File: src/core/aspm_pkg.sv
// Purpose: Shared types and constants of the asynchronous serial port.
// Assumes: One core clock; timer 1 overflow arrives as a one-cycle pulse on it.
// Notes: The framed modes run sixteen bit-rate ticks per bit.
package aspm_pkg;

	localparam int DATA_W = 8;
	localparam int FIFO_DEPTH = 16;

	// Sixteen ticks per bit in the framed modes.
	localparam logic [3:0] TICKS_LAST = 4'hf;
	// Tick count at which the start bit is checked again near its middle.
	localparam logic [3:0] START_CHECK = 4'h7;
	// Bits on the line per frame: 8-bit mode, 9-bit modes, shift mode.
	localparam logic [3:0] FRAME8_BITS = 4'ha;
	localparam logic [3:0] FRAME9_BITS = 4'hb;
	localparam logic [3:0] SHIFT_BITS = 4'h8;
	// Samples taken after the start bit up to the final shift pulse.
	localparam logic [3:0] RX_SAMPLES = 4'h9;
	// Shift mode: one bit per twelve core clocks.
	localparam logic [3:0] MODE0_DIV_LAST = 4'hb;
	// Fixed 9-bit mode: a tick each four clocks gives the core clock over 64.
	localparam logic [1:0] MODE2_DIV_LAST = 2'h3;
	// Timer 2 rolls over after this count.
	localparam logic [15:0] T2_LAST = 16'hffff;

	typedef enum logic [1:0] {
		MODE_SHIFT = 2'h0,
		MODE_8VAR = 2'h1,
		MODE_9FIX = 2'h2,
		MODE_9VAR = 2'h3
	} aspm_mode_t;

	typedef enum logic [1:0] {
		TX_IDLE = 2'h0,
		TX_SYNC = 2'h1,
		TX_SHIFT = 2'h3
	} aspm_tx_st_t;

	typedef enum logic [1:0] {
		RX_IDLE = 2'h0,
		RX_START = 2'h1,
		RX_DATA = 2'h3,
		RX_STOP = 2'h2
	} aspm_rx_st_t;

	typedef struct packed {
		logic mode_select_high;
		logic mode_select_low;
		logic multiproc_filter;
		logic rx_enable;
		logic tx_ninth_bit;
		logic rate_double_bit;
		logic tx_clock_select;
		logic rx_clock_select;
		logic [7:0] timer2_reload_high;
		logic [7:0] timer2_reload_low;
	} aspm_cfg_t;

endpackage

File: src/core/aspm_serial_port.sv
// Purpose: Asynchronous serial port with its framed modes and bit-rate sources.
// Assumes: Control bits come from logic on clk_i; only rxd_i is asynchronous.
// Notes: Writes queue in a sixteen-word buffer ahead of the transmitter.
// What this block does
// - 8-bit mode frame: start, eight LSB-first, stop.
// - 8-bit mode rate from timer 1 or 2.
// - Buffer write starts sending; ninth position is 1.
// - Shift bits out; flag when stop starts.
// - Falling input edge starts reception, start dropped.
// - Accept only if flag clear and filter passes.
// - Rejected frames leave buffer and flag untouched.
// - 9-bit modes send eleven bits with ninth.
// - Fixed 9-bit rate: clock over 64 or 32.
// - Start copies data and ninth bit into shifter.
// - First bit waits for next bit-rate clock.
// - 9-bit accept stores data and ninth bit.
// - Mode three: 9-bit frames, timer-driven rate.
// - Writes send unless the queue is full; reception needs receive enable.
// - Shift mode rate is clock over twelve.
// - Timer 1 rate: overflows times doubling over 32.
// - Sixteen timer 2 overflows make one bit.
// - Timer 2 counts every second core clock.
// - Clock selects put timer 2 in baud use.
// - Timer 2 reloads from its reload pair.
// - Transmit writes and receive reads are separate.
// - Timer 2 overflow flag blocked during baud use.

module aspm_fifo #(
	parameter int W = 8,
	parameter int DEPTH = 16
) (
	input wire logic clk_i,
	input wire logic nrst_i,
	input wire logic ce_i,
	input wire logic in_valid_i,
	input wire logic [W-1:0] in_data_i,
	output logic in_ready_o,
	output logic out_valid_o,
	input wire logic out_ready_i,
	output logic [W-1:0] out_data_o
);
	localparam int AW = $clog2(DEPTH);
	localparam logic [AW:0] CNT_FULL = (AW+1)'(DEPTH);

	typedef struct packed {
		logic [DEPTH-1:0][W-1:0] mem;
		logic [AW-1:0] wp;
		logic [AW-1:0] rp;
		logic [AW:0] cnt;
		logic in_rdy;
		logic out_vld;
	} aspm_fifo_st_t;

	aspm_fifo_st_t s_r;
	aspm_fifo_st_t s_nxt;

	always_comb begin
		logic push;
		logic pop;
		push = in_valid_i && s_r.in_rdy;
		pop = out_ready_i && s_r.out_vld;
		s_nxt = s_r;
		if (push) begin
			s_nxt.mem[s_r.wp] = in_data_i;
			s_nxt.wp = s_r.wp + 1'b1;
		end
		if (pop) begin
			s_nxt.rp = s_r.rp + 1'b1;
		end
		s_nxt.cnt = s_r.cnt + {{AW{1'b0}}, push} - {{AW{1'b0}}, pop};
		// Flags are registered so the ready seen by the writer has no long path.
		s_nxt.in_rdy = s_nxt.cnt != CNT_FULL;
		s_nxt.out_vld = s_nxt.cnt != '0;
	end

	always_ff @(posedge clk_i) begin
		if (!nrst_i) begin
			s_r <= '0;
			s_r.in_rdy <= 1'b1;
		end else if (ce_i) begin
			s_r <= s_nxt;
		end
	end

	assign in_ready_o = s_r.in_rdy;
	assign out_valid_o = s_r.out_vld;
	assign out_data_o = s_r.mem[s_r.rp];
endmodule // aspm_fifo

module aspm_serial_port
	import aspm_pkg::*;
(
	input wire logic clk_i,
	input wire logic nrst_i,
	input wire logic ce_i,
	input wire aspm_cfg_t cfg_i,
	input wire logic timer1_overflow_i,
	input wire logic serial_buffer_wr_i,
	input wire logic [7:0] serial_buffer_wdata_i,
	output logic tx_ready_o,
	input wire logic tx_flag_clr_i,
	input wire logic rx_flag_clr_i,
	input wire logic rxd_i,
	output logic txd_o,
	output logic [7:0] serial_buffer_rdata_o,
	output logic rx_ninth_bit_o,
	output logic tx_complete_flag_o,
	output logic rx_complete_flag_o,
	output logic timer2_flag_block_o
);

	typedef struct packed {
		logic rx_m;
		logic rx_s;
		logic rx_p;
		logic [3:0] m0_cnt;
		logic [1:0] m2_cnt;
		logic t1_half;
		logic t2_pre;
		logic [15:0] t2_cnt;
		logic t2_blk;
		aspm_tx_st_t tx_st;
		logic [3:0] tx_div;
		logic [3:0] tx_cnt;
		logic [10:0] tx_sh;
		logic txd;
		logic tx_flag;
		aspm_rx_st_t rx_st;
		logic [3:0] rx_cnt;
		logic [3:0] rx_bits;
		logic [8:0] rx_sh;
		logic [7:0] rbuf;
		logic rx9;
		logic rx_flag;
	} aspm_state_t;

	aspm_state_t s_r;
	aspm_state_t s_nxt;

	aspm_mode_t mode;
	logic framed;
	logic m0_tick;
	logic m2_tick;
	logic t1_tick;
	logic t2_en;
	logic t2_tick;
	logic [15:0] t2_reload;
	logic tx_tick;
	logic rx_tick;
	logic tx_bnd;
	logic [3:0] tx_last;
	logic tx_ninth;
	logic rx_fall;
	logic fifo_vld;
	logic fifo_pop;
	logic [7:0] fifo_data;

	// Writes land in the transmit queue; reads see only the receive buffer.
	aspm_fifo #(
		.W(DATA_W),
		.DEPTH(FIFO_DEPTH)
	) u_txq (
		.clk_i(clk_i),
		.nrst_i(nrst_i),
		.ce_i(ce_i),
		.in_valid_i(serial_buffer_wr_i),
		.in_data_i(serial_buffer_wdata_i),
		.in_ready_o(tx_ready_o),
		.out_valid_o(fifo_vld),
		.out_ready_i(fifo_pop),
		.out_data_o(fifo_data)
	);

	assign mode = aspm_mode_t'({cfg_i.mode_select_high, cfg_i.mode_select_low});
	assign framed = mode != MODE_SHIFT;
	assign m0_tick = s_r.m0_cnt == MODE0_DIV_LAST;
	assign m2_tick = cfg_i.rate_double_bit ? s_r.m2_cnt[0] : (s_r.m2_cnt == MODE2_DIV_LAST);
	// Without doubling only every second timer 1 overflow counts.
	assign t1_tick = timer1_overflow_i && (cfg_i.rate_double_bit || s_r.t1_half);
	assign t2_en = cfg_i.tx_clock_select || cfg_i.rx_clock_select;
	assign t2_tick = t2_en && s_r.t2_pre && (s_r.t2_cnt == T2_LAST);
	assign t2_reload = {cfg_i.timer2_reload_high, cfg_i.timer2_reload_low};
	// Each direction picks its own timer.
	assign tx_tick = (mode == MODE_9FIX) ? m2_tick : (cfg_i.tx_clock_select ? t2_tick : t1_tick);
	assign rx_tick = (mode == MODE_9FIX) ? m2_tick : (cfg_i.rx_clock_select ? t2_tick : t1_tick);
	// The divider runs free, so a new frame waits for the next bit-rate clock.
	assign tx_bnd = framed ? (tx_tick && (s_r.tx_div == TICKS_LAST)) : m0_tick;
	assign tx_last = !framed ? SHIFT_BITS : ((mode == MODE_8VAR) ? FRAME8_BITS : FRAME9_BITS);
	assign tx_ninth = (mode == MODE_8VAR) ? 1'b1 : cfg_i.tx_ninth_bit;
	assign rx_fall = s_r.rx_p && !s_r.rx_s;
	assign fifo_pop = (s_r.tx_st == TX_IDLE) && fifo_vld;

	always_comb begin
		logic tx_set;
		logic rx_set;
		tx_set = 1'b0;
		rx_set = 1'b0;
		s_nxt = s_r;
		s_nxt.rx_m = rxd_i;
		s_nxt.rx_s = s_r.rx_m;
		s_nxt.rx_p = s_r.rx_s;
		s_nxt.m0_cnt = m0_tick ? 4'h0 : (s_r.m0_cnt + 4'h1);
		s_nxt.m2_cnt = s_r.m2_cnt + 2'h1;
		if (timer1_overflow_i) begin
			s_nxt.t1_half = !s_r.t1_half;
		end
		s_nxt.t2_blk = t2_en;
		if (t2_en) begin
			s_nxt.t2_pre = !s_r.t2_pre;
			if (s_r.t2_pre) begin
				s_nxt.t2_cnt = t2_tick ? t2_reload : (s_r.t2_cnt + 16'h1);
			end
		end else begin
			// Parked at the reload value, so the first bit after enabling is not a whole count late.
			s_nxt.t2_cnt = t2_reload;
		end

		if (tx_tick) begin
			s_nxt.tx_div = s_r.tx_div + 4'h1;
		end
		case (s_r.tx_st)
			TX_IDLE: begin
				if (fifo_vld) begin
					if (framed) begin
						s_nxt.tx_sh = {1'b1, tx_ninth, fifo_data, 1'b0};
					end else begin
						s_nxt.tx_sh = {3'h7, fifo_data};
					end
					s_nxt.tx_cnt = 4'h0;
					s_nxt.tx_st = TX_SYNC;
				end
			end
			TX_SYNC, TX_SHIFT: begin
				if (tx_bnd) begin
					if (s_r.tx_cnt == tx_last) begin
						s_nxt.tx_st = TX_IDLE;
						s_nxt.txd = 1'b1;
						tx_set = !framed;
					end else begin
						s_nxt.txd = s_r.tx_sh[0];
						s_nxt.tx_sh = {1'b1, s_r.tx_sh[10:1]};
						s_nxt.tx_cnt = s_r.tx_cnt + 4'h1;
						s_nxt.tx_st = TX_SHIFT;
						tx_set = framed && (s_r.tx_cnt == tx_last - 4'h1);
					end
				end
			end
			default: begin
				s_nxt.tx_st = TX_IDLE;
			end
		endcase
		// A completion in the clearing cycle keeps the flag set.
		s_nxt.tx_flag = (s_r.tx_flag && !tx_flag_clr_i) || tx_set;

		case (s_r.rx_st)
			RX_IDLE: begin
				if (framed && cfg_i.rx_enable && rx_fall) begin
					s_nxt.rx_st = RX_START;
					s_nxt.rx_cnt = 4'h0;
				end
			end
			RX_START: begin
				if (rx_tick) begin
					s_nxt.rx_cnt = s_r.rx_cnt + 4'h1;
					if (s_r.rx_cnt == START_CHECK) begin
						s_nxt.rx_cnt = 4'h0;
						s_nxt.rx_bits = 4'h0;
						s_nxt.rx_st = s_r.rx_s ? RX_IDLE : RX_DATA;
					end
				end
			end
			RX_DATA: begin
				if (rx_tick) begin
					s_nxt.rx_cnt = s_r.rx_cnt + 4'h1;
					if (s_r.rx_cnt == TICKS_LAST) begin
						s_nxt.rx_sh = {s_r.rx_s, s_r.rx_sh[8:1]};
						s_nxt.rx_bits = s_r.rx_bits + 4'h1;
						if (s_r.rx_bits == RX_SAMPLES - 4'h1) begin
							s_nxt.rx_st = (mode == MODE_8VAR) ? RX_IDLE : RX_STOP;
							// Ninth sample is the stop bit in 8-bit mode.
							if (!s_r.rx_flag && (!cfg_i.multiproc_filter || s_r.rx_s)) begin
								s_nxt.rbuf = s_nxt.rx_sh[7:0];
								s_nxt.rx9 = s_r.rx_s;
								rx_set = 1'b1;
							end
						end
					end
				end
			end
			RX_STOP: begin
				if (rx_tick) begin
					s_nxt.rx_cnt = s_r.rx_cnt + 4'h1;
					if (s_r.rx_cnt == TICKS_LAST) begin
						s_nxt.rx_st = RX_IDLE;
					end
				end
			end
			default: begin
				s_nxt.rx_st = RX_IDLE;
			end
		endcase
		s_nxt.rx_flag = (s_r.rx_flag && !rx_flag_clr_i) || rx_set;
	end

	// The line and synchroniser reset high so no false start is seen.
	always_ff @(posedge clk_i) begin
		if (!nrst_i) begin
			s_r <= '0;
			s_r.txd <= 1'b1;
			s_r.rx_m <= 1'b1;
			s_r.rx_s <= 1'b1;
			s_r.rx_p <= 1'b1;
		end else if (ce_i) begin
			s_r <= s_nxt;
		end
	end

	assign txd_o = s_r.txd;
	assign serial_buffer_rdata_o = s_r.rbuf;
	assign rx_ninth_bit_o = s_r.rx9;
	assign tx_complete_flag_o = s_r.tx_flag;
	assign rx_complete_flag_o = s_r.rx_flag;
	assign timer2_flag_block_o = s_r.t2_blk;
endmodule // aspm_serial_port

File: config.mk
export PLATFORM = sky130hd
export DESIGN_NAME = aspm_serial_port
export DESIGN_NICKNAME = d
export VERILOG_FILES = /design/src/core/aspm_pkg.sv /design/src/core/aspm_serial_port.sv
export SDC_FILE = /design/constraint.sdc
export NUM_CORES = 1
export LEC_CHECK = 0
export ABC_AREA = 1
export BUFFER_PORTS_ARGS = -buffer_cell sky130_fd_sc_hd__buf_2
export CORE_MARGIN = 2
export CORE_UTILIZATION = 60
export CTS_CLUSTER_DIAMETER = 50
export DETAILED_ROUTE_END_ITERATION = 16
export PLACE_DENSITY = 0.74
export SLEW_MARGIN = 25
export SYNTH_ARGS = -nofsm -noshare
export SYNTH_HDL_FRONTEND = slang
export SYNTH_SLANG_ARGS = --single-unit
File: constraint.sdc
create_clock -name clk_i -period 3.42 [get_ports clk_i]
set_input_delay 0.342 -clock clk_i [delete_from_list [all_inputs] [get_ports clk_i]]
set_output_delay 0.342 -clock clk_i [all_outputs]
set_load 0.01 [all_outputs]
==> metrics.txt <==
status completed; Worst path max stage delay 0.56 ns; CP most frequent cell nand3_1; CP Max Fanout 30; leakage 5.00 nW; num rows 48; Fmax 0.390 GHz; R2R depth 10; first-pass GRT wire length 43700 um; commonest non-fill, non-tap cell in the layout nor2_1; FF-to-FF End s_r[44]; Core Box Area 17300 sq um; setup tns final 0 ns; diode count 0; max cap viols 0; fillers 1549; Layout Skew 0.0162 ns; Synth top area share 0.418; Startpoint Class flip-flop; number of flops mapped to enable cells by yosys 0; initial antenna violation count 0; Avg Inst Size Synth 6.98 sq um; area leader, netlist dfxtp_1; vias in the first global route 9025; GRT Total Usage 0.285; Worst Path Required 3.83 ns; buffers added on ports 53; RSZ-0062 raised after global routing false; clock latency on the worst-skew pair 0.53 ns; sequential area share after synthesis 0.418; DP Wirelength 16900 um; Synth Instances 1525; Post-CTS Setup Inserts 0; routability cong. 0.858; WL per Instance 15.0 um; Post-CTS Resized 0; vias per std cell 5.55; max-slew violations 0; Hold Path End s_nxt[78]; final net count 1596; Die Width 137 um; worst hold slack 0.0266 ns; Clock transition at path regs 0.06 ns; PD cells 538 nW/um^2; starting density of the core 0.615; Tcrit/Tclk final 0.749; vias post-DR 9890; remaining antenna violation count 0; Arr. time, crit path 2.98 ns; critical path class reg -> reg; # hold bufs at CTS 0; Post-Route WL 26700 um; Fin. Hold Viols 0; async set-or-reset flop fraction in the synthesized netlist 0; Yosys warning total 0; Hold Path Cell Cnt 3; GRT overflow 0; cts bufs inserted 27; final design utilization 0.687; VDD IR-drop max 0.439 mV; Layout area overhead 11.6%; r2r startpoint s_r[53]; Pre-Repair DR Iteration Count 5; clk sinks 222; Seq cells post-synth 222; critical-path cell list ha_1 -> nand3_1 -> nor3_4 -> nand3_1 -> nand2_1 -> nand3_1 -> nand3_2 -> nand4_2 -> o21bai_1 -> nor2_1; htree depth 1; min-delay worst type in -> reg; share of layout cells above drive strength 1 0.0989; largest net degree at the start of global routing 96; worst slew pin tran 0.908 ns; Die ar. 18800 sq um; Root Driver clkbuf_16; syn nets 1584; DIE HEIGHT 137 um; final setup fails 0; CTS tree done; DRT iter0 DRCs 969; highest-delay cell along the critical path nand4_2; reg2reg setup slack 0.86 ns; CTS Buffer Depth 3; dominant synthesized flop cell dfxtp_1; CP delay by family, top simple AND/OR/NAND/NOR gates; DR DRC count 0; commonest cells after routing, fill and taps aside 339 x nor2_1, 250 x o21ai_0, 220 x dfxtp_1, 146 x inv_1, 143 x nand2_1; fin crit period 2.56 ns; Crit. End Element flip-flop; Hold Startpoint rxd_i; Slew HR 0.394; Top-Level Pins 54; post-synth cell types 46; Post-Syn Area 10600 sq um; dominant cells by area after synthesis dfxtp_1 42%, nor2_1 12%, o21ai_0 12%; CP bufs+invs 0
power by group:
| part | switching, mW | internal, mW | leakage [nW] |
|---|---|---|---|
| sequential | 0.0629 | 2.67 | 1.80 |
| clock | 1.14 | 1.84 | 0.471 |
| combinational | 0.449 | 0.234 | 2.73 |
per-stage QoR:
stage,instances,cell area [sq um],worst slack (ns),power (mW)
3_3_place_gp,1733,10900,0.985,3.44
6_report,1782,11900,0.857,6.39
3_5_place_dp,1733,10900,0.870,3.46
4_1_cts,1782,11900,0.866,6.42
5_1_grt,1782,11900,0.578,6.64
2_1_floorplan,1525,10600,1.15,3.27
cell type report:
class                           instances  area, sq um  share of cell area
Clock buffer                           36          779              0.0656
Inverter                              156          586              0.0493
Multi-Input combinational cell       1062         5220               0.440
Timing Repair Buffer                   68          393              0.0331
Sequential cell                       222         4450               0.374
Tap cell                              225          282              0.0237
Clock inverter                         13          165              0.0139
cell usage after synthesis, types with 11 or more instances:
master,instances
o21ai_0,250
nand2_1,143
buf_2,20
dfxtp_1,222
inv_1,146
clkbuf_1,45
xor2_1,11
nor2_1,339
a21oi_1,129
o211ai_1,35
nand3_1,53
ha_1,18
cells by family after synthesis:
family | count (synthesis) | synth area share
fa+ha+maj | 19 | 0.0230
simple gates | 584 | 0.229
compound gates | 441 | 0.224
flops | 222 | 0.418
xor+xnor | 18 | 0.0148
buf+inv | 241 | 0.0916
registers in the layout, summed over array words and instances (netlist names), 2 cells and up:
name	cells
s_nxt	2
u_txq.s_r	141
s_r	64
serial_buffer_rdata_o	8
worst register-to-register path, delay by kind of cell, from the launching register on:
kind / cells / cell delay, ns
AND/OR/NAND/NOR: 8 / 1.51
AO/OA/AOI/OAI: 1 / 0.38
flip-flops: 1 / 0.37
adder cells (fa/ha/maj): 1 / 0.21
how the worst max path moves through the flow:
stage	end	slack, ns	depth (start not counted)	start
detailed placement	s_r[44]	0.87	10	s_r[53]
floorplan	u_txq.in_ready_o	1.15	15	s_r[50]
global placement	s_r[44]	0.99	10	s_r[53]
CTS	s_r[44]	0.87	10	s_r[53]
global route	s_r[44]	0.58	10	s_r[53]
finish	s_r[44]	0.86	10	s_r[53]
metal layers:
layer	share of wire	wire length, um	global-route usage	vias to the layer above
li1	-	-	-	5022
met1	0.46	12200	0.383	4524
met2	0.46	12400	0.476	296
met3	0.055	1460	0.0401	48
met4	0.026	687	0.0848	0
met5	0	0	0	-
No activity file was read; power rests on OpenSTA's default activity.
